**src/wdtc_pkg.sv**
```systemverilog
// Package: offsets, field positions, reset values and counts of the watchdog
package wdtc_pkg;
  // Device I/O offsets on the 8-bit bus
  localparam logic [3:0] IO_CHAIN_FIRST = 4'h0;
  localparam logic [3:0] IO_CHAIN_SECOND = 4'h1;
  localparam logic [3:0] IO_PULSE_WIDTH = 4'h2;
  localparam logic [3:0] IO_MODE = 4'h3;
  localparam logic [3:0] IO_ENABLE = 4'h7;
  localparam logic [3:0] IO_CLKSEL = 4'hc;
  localparam logic [3:0] IO_CONTROL = 4'hf;
  // Circuit control byte fields
  localparam int CTL_WDG_EN = 0;
  localparam int CTL_SLOW_CLK = 4;
  localparam int CTL_BTN_EN = 5;
  localparam logic [7:0] CTL_START = 8'h01;
  localparam logic [7:0] CTL_RESET = 8'h00;
  // Counter control byte fields
  localparam int CB_SEL_HI = 7;
  localparam int CB_SEL_LO = 6;
  localparam int CB_RW_HI = 5;
  localparam int CB_RW_LO = 4;
  localparam int CB_MODE_HI = 2;
  localparam int CB_MODE_LO = 1;
  localparam logic [1:0] SEL_READBACK = 2'h3;
  localparam logic [1:0] RW_LSB = 2'h1;
  localparam logic [1:0] RW_MSB = 2'h2;
  localparam logic [1:0] RW_BOTH = 2'h3;
  localparam logic [1:0] MODE_RATE = 2'h2;
  localparam logic [1:0] MODE_SQUARE = 2'h3;
  localparam logic [7:0] CB_RESET = 8'h00;
  localparam logic [15:0] CNT_RESET = 16'h0000;
  // Counter clock: host clock divided by sixteen; fast pulse clock by two
  localparam int DIV_COUNTER = 16;
  localparam int DIV_FAST = 2;
  localparam logic [3:0] PRESC_LAST = 4'(DIV_COUNTER - 1);
  localparam logic [3:0] PRESC_RESET = 4'h0;
  // Figures of the timing ranges, for reference by software
  localparam real TIMEOUT_MIN_US = 2.0;
  localparam real TIMEOUT_MAX_S = 2060.0;
  localparam real PULSE_MIN_NS = 120.0;
  localparam real PULSE_MAX_MS = 31.0;
  // Host APB register offsets
  localparam logic [11:0] APB_CMD = 12'h000;
  localparam logic [11:0] APB_STATUS = 12'h004;
  localparam int CMD_WDATA_LO = 8;
  localparam int CMD_WRITE = 16;
  localparam int ST_BUSY = 0;
  localparam int ST_WARN = 1;
  localparam int ST_RDATA_LO = 8;
endpackage : wdtc_pkg

```
**src/wdtc_if.sv**
```systemverilog
// Interface: 8-bit I/O bus and warning line between host and watchdog
`timescale 1ns/100ps
interface wdtc_if;
  logic [3:0] io_addr;
  logic [7:0] io_wdata;
  logic io_wr;
  logic io_rd;
  logic [7:0] io_rdata;
  logic io_rack;
  logic warn_irq;

  modport dev (
    input io_addr, io_wdata, io_wr, io_rd,
    output io_rdata, io_rack, warn_irq
  );
  modport host (
    output io_addr, io_wdata, io_wr, io_rd,
    input io_rdata, io_rack, warn_irq
  );
endinterface : wdtc_if

```
**src/wdtc_device.sv**
```systemverilog
// Watchdog device: counter chain, reset pulse, enable and control registers
`timescale 1ns/100ps
module wdtc_device (
  // Clock and reset
  input wire logic clk,
  input wire logic rst_n,
  // Host side
  wdtc_if.dev bus,
  // Board pins
  input wire logic button_n,
  output logic wdg_reset,
  output logic wdg_reset_n
);

  typedef struct packed {
    logic [3:0] presc;
    logic [2:0][7:0] mode;
    logic [2:0][15:0] load;
    logic [2:0][15:0] cnt;
    logic [2:0] wr_hi;
    logic [2:0] rd_hi;
    logic [2:0] loaded;
    logic [7:0] ctl;
    logic sq_out;
    logic warn;
    logic pulse;
    logic [2:0] sync;
    logic btn;
    logic [7:0] rdata;
    logic rack;
  } wdtc_dev_t;

  wdtc_dev_t s_r;
  wdtc_dev_t s_nxt;

  logic tick;
  logic tick_fast;
  logic pulse_tick;
  logic rise0;
  logic tc1;
  logic press;
  logic trigger;
  logic [1:0] sel;
  logic [1:0] rw;
  logic commit;
  logic [15:0] cval;

  // Next state of the whole device
  always_comb begin
    s_nxt = s_r;
    tick = 1'b0;
    tick_fast = 1'b0;
    pulse_tick = 1'b0;
    rise0 = 1'b0;
    tc1 = 1'b0;
    press = 1'b0;
    trigger = 1'b0;
    sel = 2'h0;
    rw = 2'h0;
    commit = 1'b0;
    cval = wdtc_pkg::CNT_RESET;
    s_nxt.rack = 1'b0;

    // Prescaler for the counter clocks
    tick = (s_r.presc == wdtc_pkg::PRESC_LAST);
    tick_fast = s_r.presc[0]; // Every second host clock
    s_nxt.presc = s_r.presc + 4'h1;
    pulse_tick = s_r.ctl[wdtc_pkg::CTL_SLOW_CLK] ? tick : tick_fast;

    // Pushbutton: three flops, a change counts once stages 2 and 3 agree
    s_nxt.sync = {s_r.sync[1:0], button_n};
    if (s_r.sync[2] == s_r.sync[1]) begin
      s_nxt.btn = s_r.sync[2];
      press = s_r.btn && !s_r.sync[2] &&
              s_r.ctl[wdtc_pkg::CTL_BTN_EN];
    end

    // First chain counter, square wave, recycles on its own
    if (s_r.ctl[wdtc_pkg::CTL_WDG_EN] && s_r.loaded[0] && tick &&
        s_r.mode[0][wdtc_pkg::CB_MODE_HI:wdtc_pkg::CB_MODE_LO] ==
        wdtc_pkg::MODE_SQUARE) begin
      if (s_r.cnt[0] == 16'h0002 || s_r.cnt[0] == 16'h0001) begin
        s_nxt.cnt[0] = s_r.load[0];
        s_nxt.sq_out = !s_r.sq_out;
        rise0 = !s_r.sq_out;
      end else begin
        s_nxt.cnt[0] = s_r.cnt[0] - 16'h0002;
      end
    end

    // Second chain counter, clocked by the first one's rising edge
    if (rise0 && s_r.loaded[1] &&
        s_r.mode[1][wdtc_pkg::CB_MODE_HI:wdtc_pkg::CB_MODE_LO] ==
        wdtc_pkg::MODE_RATE) begin
      if (s_r.cnt[1] == 16'h0001) begin
        s_nxt.cnt[1] = s_r.load[1];
        tc1 = 1'b1;
      end else begin
        s_nxt.cnt[1] = s_r.cnt[1] - 16'h0001;
      end
    end

    // Pulse counter: runs only while a triggered pulse is in progress
    if (s_r.pulse && pulse_tick) begin
      if (s_r.cnt[2] == 16'h0001) begin
        s_nxt.pulse = 1'b0;
      end else begin
        s_nxt.cnt[2] = s_r.cnt[2] - 16'h0001;
      end
    end
    // A new trigger is ignored while a pulse runs, so one pulse per event
    trigger = tc1 || press;
    if (trigger && !s_r.pulse) begin
      s_nxt.pulse = 1'b1;
      s_nxt.cnt[2] = s_r.load[2];
    end

    // Host reads
    if (bus.io_rd) begin
      s_nxt.rack = 1'b1;
      s_nxt.rdata = 8'h00;
      unique case (bus.io_addr)
        wdtc_pkg::IO_CHAIN_FIRST, wdtc_pkg::IO_CHAIN_SECOND,
        wdtc_pkg::IO_PULSE_WIDTH: begin
          sel = bus.io_addr[1:0];
          s_nxt.rdata = s_r.rd_hi[sel] ? s_r.cnt[sel][15:8] :
                        s_r.cnt[sel][7:0];
          if (s_r.mode[sel][wdtc_pkg::CB_RW_HI:wdtc_pkg::CB_RW_LO] ==
              wdtc_pkg::RW_BOTH) begin
            s_nxt.rd_hi[sel] = !s_r.rd_hi[sel];
          end
        end
        wdtc_pkg::IO_ENABLE: begin
          s_nxt.ctl[wdtc_pkg::CTL_WDG_EN] = 1'b0;
        end
        wdtc_pkg::IO_CLKSEL: begin
          s_nxt.ctl[wdtc_pkg::CTL_SLOW_CLK] = 1'b0;
        end
        wdtc_pkg::IO_CONTROL: begin
          s_nxt.rdata = s_r.ctl;
        end
        default: begin
          s_nxt.rdata = 8'h00; // Unused locations read zero
        end
      endcase
    end

    // Host writes
    if (bus.io_wr) begin
      unique case (bus.io_addr)
        wdtc_pkg::IO_CHAIN_FIRST, wdtc_pkg::IO_CHAIN_SECOND,
        wdtc_pkg::IO_PULSE_WIDTH: begin
          sel = bus.io_addr[1:0];
          rw = s_r.mode[sel][wdtc_pkg::CB_RW_HI:wdtc_pkg::CB_RW_LO];
          cval = s_r.load[sel];
          if (rw == wdtc_pkg::RW_LSB ||
              (rw == wdtc_pkg::RW_BOTH && !s_r.wr_hi[sel])) begin
            cval[7:0] = bus.io_wdata;
          end else begin
            cval[15:8] = bus.io_wdata;
          end
          commit = (rw != wdtc_pkg::RW_BOTH) || s_r.wr_hi[sel];
          if (rw == wdtc_pkg::RW_BOTH) begin
            s_nxt.wr_hi[sel] = !s_r.wr_hi[sel];
          end
          s_nxt.load[sel] = cval;
          // Refresh takes effect at once, chain counters restart from new value; pulse count does not
          if (commit && rw != 2'h0) begin
            s_nxt.loaded[sel] = 1'b1;
            if (sel != 2'h2) begin
              s_nxt.cnt[sel] = cval;
            end
            // Square output starts high, so the second counter first
            // steps one whole period after the load
            if (sel == 2'h0) begin
              s_nxt.sq_out = 1'b1;
            end
            if (sel == 2'h1) begin
              s_nxt.warn = 1'b0; // Refresh answers the warning
            end
          end
        end
        wdtc_pkg::IO_MODE: begin
          sel = bus.io_wdata[wdtc_pkg::CB_SEL_HI:wdtc_pkg::CB_SEL_LO];
          // Latch and readback commands are not supported: ignored
          if (sel != wdtc_pkg::SEL_READBACK &&
              bus.io_wdata[wdtc_pkg::CB_RW_HI:wdtc_pkg::CB_RW_LO] != 2'h0)
          begin
            s_nxt.mode[sel] = bus.io_wdata;
            s_nxt.loaded[sel] = 1'b0;
            s_nxt.wr_hi[sel] = 1'b0;
            s_nxt.rd_hi[sel] = 1'b0;
          end
        end
        wdtc_pkg::IO_ENABLE: begin
          s_nxt.ctl[wdtc_pkg::CTL_WDG_EN] = 1'b1;
        end
        wdtc_pkg::IO_CLKSEL: begin
          s_nxt.ctl[wdtc_pkg::CTL_SLOW_CLK] = 1'b1;
        end
        wdtc_pkg::IO_CONTROL: begin
          s_nxt.ctl = bus.io_wdata; // Value 01 starts the watchdog
        end
        default: begin
          s_nxt.ctl = s_r.ctl; // Unused locations ignore writes
        end
      endcase
    end

    // Warning when the second counter reaches its last period; set wins
    if (rise0 && s_r.cnt[1] == 16'h0002 && s_r.loaded[1]) begin
      s_nxt.warn = 1'b1;
    end
    if (tc1) begin
      s_nxt.warn = 1'b0;
    end
  end

  // State register
  always_ff @(posedge clk or negedge rst_n) begin
    if (!rst_n) begin
      s_r <= '{presc: wdtc_pkg::PRESC_RESET,
               mode: {3{wdtc_pkg::CB_RESET}},
               load: {3{wdtc_pkg::CNT_RESET}},
               cnt: {3{wdtc_pkg::CNT_RESET}},
               wr_hi: 3'h0, rd_hi: 3'h0, loaded: 3'h0,
               ctl: wdtc_pkg::CTL_RESET,
               sq_out: 1'b0, warn: 1'b0, pulse: 1'b0,
               sync: 3'h7, btn: 1'b1, rdata: 8'h00, rack: 1'b0};
    end else begin
      s_r <= s_nxt;
    end
  end

  // Outputs; both reset lines come from the one pulse flop
  assign wdg_reset = s_r.pulse;
  assign wdg_reset_n = !s_r.pulse;
  assign bus.io_rdata = s_r.rdata;
  assign bus.io_rack = s_r.rack;
  assign bus.warn_irq = s_r.warn;

endmodule : wdtc_device

```
**src/flat_wrapper.sv**
```systemverilog
// flat-port wrapper written by rule: the top's interface ports become plain ports
module wdtc_device_flat 
  (clk, rst_n, button_n, wdg_reset, wdg_reset_n, bus_io_addr, bus_io_wdata, bus_io_wr, bus_io_rd, bus_io_rdata, bus_io_rack, bus_warn_irq);
  wdtc_if bus_i ();
  input wire logic clk;
  input wire logic rst_n;
  input wire logic button_n;
  output logic wdg_reset;
  output logic wdg_reset_n;
  input wire logic [$bits(bus_i.io_addr)-1:0] bus_io_addr;
  input wire logic [$bits(bus_i.io_wdata)-1:0] bus_io_wdata;
  input wire logic [$bits(bus_i.io_wr)-1:0] bus_io_wr;
  input wire logic [$bits(bus_i.io_rd)-1:0] bus_io_rd;
  output wire logic [$bits(bus_i.io_rdata)-1:0] bus_io_rdata;
  output wire logic [$bits(bus_i.io_rack)-1:0] bus_io_rack;
  output wire logic [$bits(bus_i.warn_irq)-1:0] bus_warn_irq;
  assign bus_i.io_addr = bus_io_addr;
  assign bus_i.io_wdata = bus_io_wdata;
  assign bus_i.io_wr = bus_io_wr;
  assign bus_i.io_rd = bus_io_rd;
  assign bus_io_rdata = bus_i.io_rdata;
  assign bus_io_rack = bus_i.io_rack;
  assign bus_warn_irq = bus_i.warn_irq;
  wdtc_device u_core (.clk(clk), .rst_n(rst_n), .bus(bus_i), .button_n(button_n), .wdg_reset(wdg_reset), .wdg_reset_n(wdg_reset_n));
endmodule
```
**config.mk**
```make
export PLATFORM = sky130hd
export DESIGN_NAME = wdtc_device_flat
export DESIGN_NICKNAME = d
export VERILOG_FILES = /design/src/wdtc_pkg.sv /design/src/wdtc_if.sv /design/src/wdtc_device.sv /design/src/flat_wrapper.sv
export SDC_FILE = /design/constraint.sdc
export NUM_CORES = 1
export LEC_CHECK = 0
export BUFFER_PORTS_ARGS = -buffer_cell sky130_fd_sc_hd__buf_2
export CORE_UTILIZATION = 60
export DETAILED_ROUTE_END_ITERATION = 8
export PLACE_DENSITY = 0.81
export SYNTH_ARGS = -nofsm -noshare
export SYNTH_HDL_FRONTEND = slang
export SYNTH_SLANG_ARGS = --single-unit
```
**constraint.sdc**
```tcl
create_clock -name clk -period 7.2 [get_ports clk]
set_input_delay 0.72 -clock clk [delete_from_list [all_inputs] [get_ports clk]]
set_output_delay 0.72 -clock clk [all_outputs]
set_load 0.01 [all_outputs]
```
# Yosys cells after proc, flatten, opt, wreduce, memory -nomap -nowiden
# Cells that the tools add are included.
# word_totals
regBits	157
input_bits	17
wordCells	185
# classes
add_sub_neg	4
n_lt_le_gt_ge	4
eq_ne	26
mux	77
n_bitwise	5
reduce_logical	46
# op_table
cell	count
$mux 16	10
$mux 48	3
$bwmux 48	2
$mux 67	1
$bmux 16 s2	2
$mux 8	8
$eq 16x1->1 const B	3
$demux 16 s2	1
$eq 16x2->1 const B	2
$sub 16x1->16 const B	2
$bwmux 24	1
$mux 1	24
$mux 3	8
$bmux 8 s2	1
$demux 8 s2	1
$logic_and 1x1->1	16
$pmux 8 s2	1
$sub 16x2->16 const B	1
$eq 4x4->1 const B	3
$pmux 3 s2	2
$reduce_and 4->1	3
$reduce_bool 3->1	4
$reduce_bool 2->1	5
$reduce_or 5->1	2
other kinds (29)	56

# Logic depth before layout (Yosys ltp)
# Gate-level depths: netlist of run 1.
# logic_depth
word_depth	17
mapped_depth	12

# Worst setup path before layout of run 1
# No wires, ideal clock.
# synth_path
kind	register to register
start	reg u_core.s_r[42] in the netlist's numbering
end	reg u_core.s_r[75] in the netlist's numbering
setup_time_ns	0.137
arrival_time_ns	2.585
setup_slack_ns	4.478
path_stages_with_launch	13
path_buffers	2
period_less_slack_ns	2.722
path_cell_list	dfrtp_1 -> or2_1 -> or4_1 -> clkbuf_2 -> nor3_1 -> ha_1 -> and4b_1 -> nand3_1 -> nor2_1 -> o21ai_1 -> clkbuf_1 -> nor2_1 -> a21oi_1
# synth_rtl
item	line_no	text
start: declaration	wdtc_device.sv:33	wdtc_dev_t s_r;
start signal: assignment	wdtc_device.sv:222	s_r <= '{presc: wdtc_pkg::PRESC_RESET,
start signal: assignment	wdtc_device.sv:231	s_r <= s_nxt;

==> impl_results.md, run 1 <==
- Final Non-Filler Cells: 1,061
- First-pass GRT wire length: 38.0 mm
- Pwr Total: 2.65 mW
- Syn Inst Count: 889
- Clock share of power: 36.8%
- Combinational share of power: 19.9%
- CP arrival: 4.75 ns
- Largest net degree at the start of global routing: 84
- Nets: 901
- Worst Setup Start Kind: input port
- MaxCap Viol Count: 0
- Avg Cell Area, Syn: 8.98 µm²
- Commonest cells post-synth: dfrtp_1 (138), nand2_1 (126), o21ai_0 (91), nor2_1 (73), a21oi_1 (57)
- Placed insts: 1,029
- Initial Util: 62.5%
- Leakage: 3.70 nW
- Chip height: 117 µm
- WL met2: 10.9 mm
- Tcrit/Tclk final: 61.1%
- Hold slack final: 0.323 ns
- Status: completed
- Die Area: 13,800 µm²
- Diode count: 0
- Crit path time final: 4.40 ns
- Root buf cell: clkbuf_16
- Seq cells post-synth: 142
- Max Freq: 227 MHz
- Most frequent cell after synthesis: dfrtp_1
- DR top layer: met4
- Post-route DRC violation count: 0
- P&R area growth vs syn: 9.45%
- Starting DRT DRC Count: 889
- Detailed-router iteration count before antenna repair: 6
- Total track usage: 36.1%
- CP Max Fanout: 46
- Dominant cells by area after synthesis: dfrtp_1 (43%), mux2i_1 (7.0%), nand2_1 (5.9%)
- Reg clk slew, reported paths: 0.06 ns
- Post-synth design cell area: 7980 µm²
- # clock sinks: 142
- Final Setup Violations: 0
- Met1 WL: 9.83 mm
- CTS max path bufs: 2
- Power Internal: 1.80 mW
- Port bufs: 28
- Core ar.: 12,800 µm²
- Worst Hold Class: input port to asynchronous set/reset pin
- Hold Fails Final Rpt: 0
- Num rows: 41
- CP Data Required Time: 7.55 ns
- CTS tree: done
- Total congestion overflow: 0
- CP Capture Type: register
- RePlAce Congestion: 0.933
- Initial antenna violation count: 0
- Least-Margin Pin Slew: 1.28 ns
- RSZ-0062 raised after global routing: no
- Layout cell share with drive strength beyond 1: 10.9%
- Syn nets: 914
- Flop pwr share: 43.3%
- Postcts setup bufs: 0
- Post-CTS resize count: 0
- Die W: 117 µm
- Post-CTS Hold Buffers: 0
- Skew-Pair Late Insertion Delay: 0.44 ns
- Warnings from Yosys: 0
- PwrDens: 303 nW/µm²
- Clock skew: 0.0134 ns
- Vias in the first global route: 6,771
- Post-synth ARST share: 100%
- Psw: 854 µW
- Yosys top cell area share: 43.3%
- Post-synth EDFFs: 0
- Routed len/inst: 22.4 µm
- Rel. slew slack: 14.4%
- Vias: 7,075
- Slew Limit Fails: 0
- Most used DFF post-synth: dfrtp_1
- Peak VDD IR: 0.000283 V
- Setup TNS: 0 ns
- Area leader, netlist: dfrtp_1
- H-tree Lvls: 4
- Synth unique cells: 70
- Seq/Total Area, Yosys: 44.6%
- TritonCTS Buffers: 17
- Total Wirelength: 23.8 mm
- Met3 wire length: 1.97 mm
- Post-DRT Antenna Nets: 0
- Hpwl dp: 16.6 mm
- Vias per cell: 6.67
- Ports: 29
- Critical path class: input port to register
- Net Sw Frac: 32.2%
-- per-stage QoR --
stage	util, %	cell area, µm²	setup WS (ns)
after floorplan	-	7980	4.48
after global placement	63.3	8090	2.67
after detailed placement	63.3	8090	2.51
after CTS	68.4	8740	2.93
after global routing	68.4	8740	2.55
final	68.4	8740	2.80
-- path summary, 6_finish.rpt --
check                                                     end                       start  slack (ns)  cells past startpoint
max in group asynchronous          u_core.s_r[91]$_DFFE_PN0P_                       rst_n        5.59                      2
min                        u_core.bus.io_rdata[5]$_DFFE_PN0P_                       rst_n        0.32                      1
max reg2reg                          u_core.s_r[77]$_DFF_PN0_    u_core.s_r[42]$_DFF_PN0_        2.84                     11
min in group clk                   u_core.s_nxt[12]$_DFF_PN1_  u_core.s_nxt[11]$_DFF_PN1_        0.36                      0
min reg2reg                        u_core.s_nxt[12]$_DFF_PN1_  u_core.s_nxt[11]$_DFF_PN1_        0.36                      0
max                                  u_core.s_r[48]$_DFF_PN0_              bus_io_addr[0]        2.80                      7
-- power groups by stage --
stage                     Sequential, mW  Combinational (mW)  Clock [mW]
after floorplan                     1.07               0.392           0
after global placement              1.14               0.499           0
after detailed placement            1.15               0.516           0
after CTS                           1.14               0.521       0.980
after global routing                1.17               0.583        1.01
final                               1.15               0.527       0.974
-- cell families (layout without fill, tap and decap cells) --
family | after synthesis | after routing | synth area share (%)
DFF | 142 | 142 | 44.6
buffers and inverters | 84 | 84 | 4.69
AOI/OAI and AO/OA | 263 | 263 | 20.8
adders and majority gates | 9 | 9 | 1.38
and+or+nand+nor | 304 | 304 | 17.7
xor gates and xnor gates | 18 | 18 | 1.98
muxes | 69 | 69 | 8.86
-- cell type report --
cell class	instances	area (µm²)
Multi-Input combinational cell	663	4060
Timing Repair Buffer	33	184
Clock inverter	11	188
Sequential cell	142	3560
Inverter	19	71.3
Tap cell	172	215
Clock buffer	21	460
Fill cell	1018	4040
-- layout by cell type, fill, tap and decap left out, types with 5 or more instances in the layout --
cell,n
buf_4,5
nor4_1,14
and3_1,6
a211oi_1,7
o221ai_1,6
mux2_2,13
xnor2_1,8
nand2_1,126
inv_1,19
o21ai_0,91
buf_2,27
or3_1,5
o211ai_1,16
xor2_1,10
dfrtp_1,138
mux2i_1,56
o22ai_1,12
nor2_1,73
a31oi_1,7
a21oi_1,56
a22oi_1,7
nor3_1,18
nand3_1,16
bufinv_16,5
nand4_1,14
ha_1,8
clkbuf_16,17
a211o_1,5
a2bb2oi_1,8
-- per-layer routing --
layer,vias up,track usage [%]
li1,3206,-
met1,3418,50.2
met2,382,54.0
met3,69,6.18
met4,0,19.4
met5,-,0
-- sequential cells by signal, indices dropped and copies added, names as in the netlist --
register / flops
u_core.s_r: 129
u_core.bus.io_rdata: 8
u_core.s_nxt: 2
u_core.bus.io_rack: 1
u_core.bus.warn_irq: 1
u_core.wdg_reset: 1
-- worst max-delay path: stages --
cell and delay, ns:
buf_2 0.60, nor2b_2 1.14, a2bb2oi_1 0.37, nor3_1 0.43, a211o_1 0.71, inv_1 0.43, a21boi_0 0.29
Note: power is estimated with default switching activity, not from simulation.
==> run 2, diff against run 1 <==
--- a/config.mk
+++ b/config.mk
@@ -6,9 +6,9 @@
 export NUM_CORES = 1
 export LEC_CHECK = 0
 export BUFFER_PORTS_ARGS = -buffer_cell sky130_fd_sc_hd__buf_2
-export CORE_UTILIZATION = 60
+export CORE_UTILIZATION = 56
 export DETAILED_ROUTE_END_ITERATION = 8
-export PLACE_DENSITY = 0.81
+export PLACE_DENSITY = 0.79
 export SYNTH_ARGS = -nofsm -noshare
 export SYNTH_HDL_FRONTEND = slang
 export SYNTH_SLANG_ARGS = --single-unit
==> constraint.sdc (replaced) <==
create_clock -name clk -period 3.8 [get_ports clk]
set_input_delay 0.38 -clock clk [delete_from_list [all_inputs] [get_ports clk]]
set_output_delay 0.38 -clock clk [all_outputs]
set_load 0.01 [all_outputs]
==> impl_results.md, run 2 (synthesis gave the netlist of run 1 again) <==
- Reg-to-reg startpoint: u_core.s_r[42]$_DFF_PN0_
- Slew Limit Fails: 0 (unchanged)
- CP cell instances: or2_1 -> or4_1 -> nor3_1 -> ha_1 -> and4b_1 -> nand3_1 -> nor2_1 -> o21ai_2 -> mux2_2
- Chip height: 121 µm (+3.5%)
- Reg clk slew, reported paths: 0.06 ns (about the same)
- Least-Margin Pin Slew: 1.14 ns (-0.140 ns)
- Reg2reg path depth: 9 (-2)
- Status: completed
- Die W: 121 µm (+3.5%)
- # clock sinks: 142 (unchanged)
- Vias per cell: 6.59 (-1.2%)
- Final Cell Area: 8800 µm² (+0.72%)
- Largest net degree at the start of global routing: 100 (+19%)
- Worst Setup Start Kind: register
- Post-route DRC violation count: 0 (unchanged)
- Total Wirelength: 23.3 mm (-2.1%)
- Initial antenna violation count: 0 (unchanged)
- Routed len/inst: 21.5 µm (-3.9%)
- Leakage: 3.72 nW (+0.60%)
- Final Util: 63.4% (-5.0 points)
- CP Capture Type: register
- Nets: 913 (+1.3%)
- Core ar.: 13,900 µm² (+8.7%)
- Commonest non-fill, non-tap cell in the layout: dfrtp_1
- Critical Path Max Stage Delay: 0.57 ns (-0.57 ns)
- TritonCTS Buffers: 17 (unchanged)
- RSZ-0062 raised after global routing: no
- Biggest register: u_core.s_r
- RePlAce Congestion: 0.958 (+2.7%)
- Peak VDD IR: 0.000428 V (+51%)
- Detailed-router iteration count before antenna repair: 5 (-1)
- H-tree Lvls: 4 (unchanged)
- Crit path time final: 3.28 ns
- Critical path class: register to register
- Total congestion overflow: 0 (unchanged)
- Skew-Pair Late Insertion Delay: 0.44 ns (about the same)
- CP arrival: 3.60 ns (-1.15 ns)
- Initial Util: 57.5% (-5.0 points)
- Postcts setup bufs: 0 (unchanged)
- Vias in the first global route: 6,822 (+0.75%)
- Clock skew: 0.0102 ns (-0.00313 ns)
- MaxCap Viol Count: 0 (unchanged)
- Clock share of power: 35.5% (-1.3 points)
- Hpwl dp: 16.1 mm (-3.1%)
- Fill cells: 1,179 (+16%)
- Critical hold path startpoint: button_n
- Power Internal: 3.31 mW (+85%)
- Net Sw Frac: 33.0% (+0.81 points)
- Setup TNS: 0 ns (unchanged)
- CP Data Required Time: 4.12 ns (-3.43 ns)
- First-pass GRT wire length: 37.0 mm (-2.5%)
- PwrDens: 563 nW/µm² (+85%)
- CTS max path bufs: 2 (unchanged)
- Worst Path Buf+Inv: 0 (-2)
- P&R area growth vs syn: 10.2%
- Layout cell share with drive strength beyond 1: 11.9% (+0.96 points)
- CTS tree: done
- Ports: 29 (unchanged)
- Hold EP: u_core.s_nxt[11]$_DFF_PN1_
- Most frequent cells in the layout: dfrtp_1 (138), nand2_1 (126), o21ai_0 (91)
- Root buf cell: clkbuf_16
- WHS Path Cells: 1
- Final Setup Violations: 0 (unchanged)
- Hold Fails Final Rpt: 0 (unchanged)
- Worst r2r dst: u_core.s_r[66]$_DFF_PN0_
- Post-CTS resize count: 0 (unchanged)
- Flop pwr share: 44.0% (+0.7 points)
- Die Area: 14,700 µm² (+7.0%)
- Largest register FFs: 129 (unchanged)
- Diode count: 0 (unchanged)
- CP Max Fanout: 32 (-30%)
- Reg-to-reg setup timing slack: 0.52 ns (-2.32 ns)
- Vias: 7,124 (+0.69%)
- Combinational share of power: 20.5% (+0.6 points)
- Worst Hold Class: input port to register
- Total track usage: 33.7% (-2.4 points)
- Max Freq: 305 MHz
- Rel. slew slack: 24.1% (+9.7 points)
- Tcrit/Tclk final: 86.3%
- Worst path top cell family by delay: simple AND/OR/NAND/NOR gates
- Starting DRT DRC Count: 809 (-9.0%)
- Placed cell area: 8190 µm² (+1.2%)
- Num rows: 43 (+4.9%)
- CP max-delay cell: or4_1
- Port bufs: 28 (unchanged)
- Post-DRT Antenna Nets: 0 (unchanged)
- Psw: 1.64 mW (+91%)
- Post-CTS Hold Buffers: 0 (unchanged)
## run 2: cell types whose count changed in the layout (fill, tap and decap cells not counted), sizes merged
cell and change:
clkinv -2, buf +12, clkinvlp +3, bufinv -1
## run 2: final cells by class
class	count	area, µm²	area share [%]
Clock buffer	21	440	5.01
Clock inverter	11	170	1.93
Inverter	19	71.3	0.811
Multi-Input combinational cell	663	4060	46.1
Sequential cell	142	3560	40.4
Tap cell	180	225	2.56
Timing Repair Buffer	45	274	3.11
## run 2: how the worst max path moves through the flow
stage / from / end / slack [ns] / cells past startpoint
2_1_floorplan: u_core.s_r[42]$_DFF_PN0_ / u_core.s_r[75]$_DFF_PN0_ / 1.08 / 12
3_3_place_gp: u_core.s_r[42]$_DFF_PN0_ / u_core.s_r[66]$_DFF_PN0_ / 0.72 / 9
3_5_place_dp: u_core.s_r[42]$_DFF_PN0_ / u_core.s_r[66]$_DFF_PN0_ / 0.58 / 9
4_1_cts: u_core.s_r[42]$_DFF_PN0_ / u_core.s_r[66]$_DFF_PN0_ / 0.57 / 9
5_1_grt: u_core.s_r[42]$_DFF_PN0_ / u_core.s_r[80]$_DFF_PN0_ / 0.29 / 10
6_report: u_core.s_r[42]$_DFF_PN0_ / u_core.s_r[66]$_DFF_PN0_ / 0.52 / 9
## run 2: per-stage QoR
step	hold WS, ns	setup slack [ns]	std cells	power, mW
2_1_floorplan	0.0844	1.08	889	2.77
3_3_place_gp	0.350	0.721	1049	3.14
3_5_place_dp	0.353	0.576	1049	3.17
4_1_cts	0.0365	0.567	1081	4.92
5_1_grt	0.0315	0.288	1081	5.15
6_report	0.0445	0.519	1081	4.95
## run 2: worst register-to-register path, cell delays in order, from the launching register on
cell	delay, ns
dfrtp_1	0.42
or2_1	0.28
or4_1	0.57
nor3_1	0.36
ha_1	0.24
and4b_1	0.21
nand3_1	0.09
nor2_1	0.25
o21ai_2	0.36
mux2_2	0.40
## run 2: layer usage
metal | up-vias | global-route usage (%) | share of wire (%)
met5 | - | 0 | 0
met4 | 0 | 20.6 | 5.2
met3 | 77 | 7.66 | 8.9
met2 | 360 | 49.8 | 44
met1 | 3449 | 44.8 | 42
li1 | 3238 | - | -
## run 2: power groups by stage
stage / Combinational, mW / Sequential, mW / Clock (mW)
3_3_place_gp: 0.968 / 2.17 / 0
2_1_floorplan: 0.742 / 2.03 / 0
5_1_grt: 1.12 / 2.21 / 1.83
4_1_cts: 1.00 / 2.16 / 1.76
3_5_place_dp: 0.989 / 2.18 / 0
6_report: 1.01 / 2.18 / 1.76
==> run 3, diff against run 2 <==
--- a/config.mk
+++ b/config.mk
@@ -8,7 +8,7 @@
 export BUFFER_PORTS_ARGS = -buffer_cell sky130_fd_sc_hd__buf_2
 export CORE_UTILIZATION = 56
 export DETAILED_ROUTE_END_ITERATION = 8
-export PLACE_DENSITY = 0.79
+export PLACE_DENSITY = 0.77
 export SYNTH_ARGS = -nofsm -noshare
 export SYNTH_HDL_FRONTEND = slang
 export SYNTH_SLANG_ARGS = --single-unit
==> impl_results.md, run 3 (synthesis gave the netlist of run 1 again) <==
- Status: completed
- Reg area: 3560 µm² (unchanged)
- MaxCap Viol Count: 0 (unchanged)
- Fill cells: 1,156 (-2.0%)
- Largest register FFs: 129 (unchanged)
- # clock sinks: 142 (unchanged)
- Vias per cell: 6.58 (-0.22%)
- Tcrit/Tclk final: 86.7% (+0.32 points)
- Crit path time final: 3.29 ns (+0.0123 ns)
- WHS Path Cells: 1 (unchanged)
- WL met2: 10.4 mm (+1.3%)
- Critical Path Max Stage Delay: 0.55 ns (-0.02 ns)
- Final Cell Area: 8800 µm² (about the same)
- Root buf cell: clkbuf_16
- PwrDens: 560 nW/µm² (-0.47%)
- Rel. slew slack: 20.1% (-4.0 points)
- Die Area: 14,700 µm² (unchanged)
- Skew-Pair Late Insertion Delay: 0.43 ns (about the same)
- Initial antenna violation count: 0 (unchanged)
- CP Capture Type: register
- CP max-delay cell: or4_1
- P&R area growth vs syn: 10.3% (about the same)
- Slew Limit Fails: 0 (unchanged)
- Met1 WL: 9.86 mm (+1.7%)
- Peak VDD IR: 0.000392 V (-8.5%)
- Worst r2r dst: u_core.s_r[66]$_DFF_PN0_
- Post-CTS resize count: 0 (unchanged)
- RePlAce Congestion: 0.970 (+1.2%)
- Clock skew: 0.0102 ns (-0.0000233 ns)
- Starting DRT DRC Count: 1,058 (+31%)
- H-tree Lvls: 4 (unchanged)
- CTS max path bufs: 2 (unchanged)
- Initial Util: 57.5% (unchanged)
- Nets: 913 (unchanged)
- Hold EP: u_core.s_nxt[11]$_DFF_PN1_
- DR top layer: met4
- Post-CTS Hold Buffers: 0 (unchanged)
- Reg clk slew, reported paths: 0.06 ns (about the same)
- Biggest register: u_core.s_r
- RSZ-0062 raised after global routing: no
- Most frequent cells in the layout: dfrtp_1 (138), nand2_1 (126), o21ai_0 (91)
- Total track usage: 33.7% (about the same)
- Setup TNS: 0 ns (unchanged)
- TritonCTS Buffers: 17 (unchanged)
- Critical hold path startpoint: button_n
- Worst path top cell family by delay: simple AND/OR/NAND/NOR gates
- Largest net degree at the start of global routing: 100 (unchanged)
- Final Non-Filler Cells: 1,080 (-0.093%)
- Detailed-router iteration count before antenna repair: 6 (+1)
- Final Setup Violations: 0 (unchanged)
- Die W: 121 µm (unchanged)
- Diode count: 0 (unchanged)
- Placed cell area: 8190 µm² (unchanged)
- CP cell instances: or2_1 -> or4_1 -> nor3_1 -> ha_1 -> and4b_1 -> nand3_1 -> nor2_1 -> o21ai_2 -> mux2_2
- Worst Path Buf+Inv: 0 (unchanged)
- Vias: 7,102 (-0.31%)
- Hold Fails Final Rpt: 0 (unchanged)
- Least-Margin Pin Slew: 1.20 ns (+0.0595 ns)
- CTS tree: done
- Reg-to-reg setup timing slack: 0.51 ns (about the same)
- Layout cell share with drive strength beyond 1: 12.2% (+0.35 points)
- Postcts setup bufs: 0 (unchanged)
- Vias in the first global route: 6,657 (-2.4%)
- Multi-input gate area: 4060 µm² (unchanged)
- Critical path class: register to register
- Placed insts: 1,049 (unchanged)
- Ports: 29 (unchanged)
- Routed len/inst: 21.7 µm (+0.62%)
- Chip height: 121 µm (unchanged)
- CP Max Fanout: 32 (unchanged)
- Post-DRT Antenna Nets: 0 (unchanged)
- Port bufs: 28 (unchanged)
- Total Wirelength: 23.4 mm (+0.53%)
- Met3 wire length: 2.14 mm (+3.4%)
- Worst Setup Start Kind: register
- Max Freq: 304 MHz (-0.37%)
- First-pass GRT wire length: 37.0 mm (about the same)
- Reg2reg path depth: 9 (unchanged)
- Total congestion overflow: 0 (unchanged)
- Reg-to-reg startpoint: u_core.s_r[42]$_DFF_PN0_
- CP Data Required Time: 4.12 ns (about the same)
- Post-route DRC violation count: 0 (unchanged)
- Hpwl dp: 16.1 mm (about the same)
- Leakage: 3.74 nW (+0.48%)
- Core ar.: 13,900 µm² (unchanged)
- Commonest non-fill, non-tap cell in the layout: dfrtp_1
- CP Launch Point: u_core.s_r[42]$_DFF_PN0_
- Num rows: 43 (unchanged)
- CP arrival: 3.61 ns (about the same)
- Pwr Total: 4.93 mW (-0.42%)
- Worst Hold Class: input port to register
[run 3: changes by cell type in the layout (fill, tap and decap cells not counted)]
cell | before | now
clkbuf_1 | 4 | 0
clkbuf_8 | 0 | 4
clkinv_2 | 2 | 4
clkinvlp_4 | 3 | 1
bufinv_16 | 4 | 3
clkinv_4 | 2 | 1
inv_6 | 0 | 1
[run 3: cell type report]
class / count / area share, %
clock inverter: 10 / 1.53
timing repair buffer: 45 / 3.11
inverter: 19 / 0.810
clock buffer: 21 / 5.46
multi-input combinational: 663 / 46.1
sequential: 142 / 40.4
tap: 180 / 2.56
[run 3: power breakdown]
group | internal [mW] | switching [mW] | total (mW) | leakage (nW)
Combinational | 0.421 | 0.593 | 1.01 | 1.68
Clock | 1.10 | 0.651 | 1.75 | 0.305
Sequential | 1.80 | 0.371 | 2.17 | 1.76
Total | 3.31 | 1.61 | 4.93 | 3.74
[run 3: worst max-delay path by stage]
stage,endpoint,slack (ns),cells after the start
detailed placement,u_core.s_r[66]$_DFF_PN0_,0.57,9
finish,u_core.s_r[66]$_DFF_PN0_,0.51,9
global route,u_core.s_r[66]$_DFF_PN0_,0.33,9
CTS,u_core.s_r[66]$_DFF_PN0_,0.56,9
floorplan,u_core.s_r[75]$_DFF_PN0_,1.08,12
global placement,u_core.s_r[66]$_DFF_PN0_,0.68,9
[run 3: layer usage]
| layer | up-vias | track usage, % |
|---|---|---|
| met5 | - | 0 |
| met4 | 0 | 15.5 |
| met3 | 67 | 6.81 |
| met2 | 398 | 50.1 |
| met1 | 3403 | 47.0 |
| li1 | 3234 | - |
[run 3: through the flow]
step                      hold WS (ns)  utilization, %  setup slack [ns]
after floorplan                 0.0844               -              1.08
after global placement           0.352            59.0             0.679
after detailed placement         0.350            59.0             0.570
after CTS                       0.0405            63.4             0.564
after global routing            0.0350            63.4             0.333
final                           0.0472            63.4             0.507
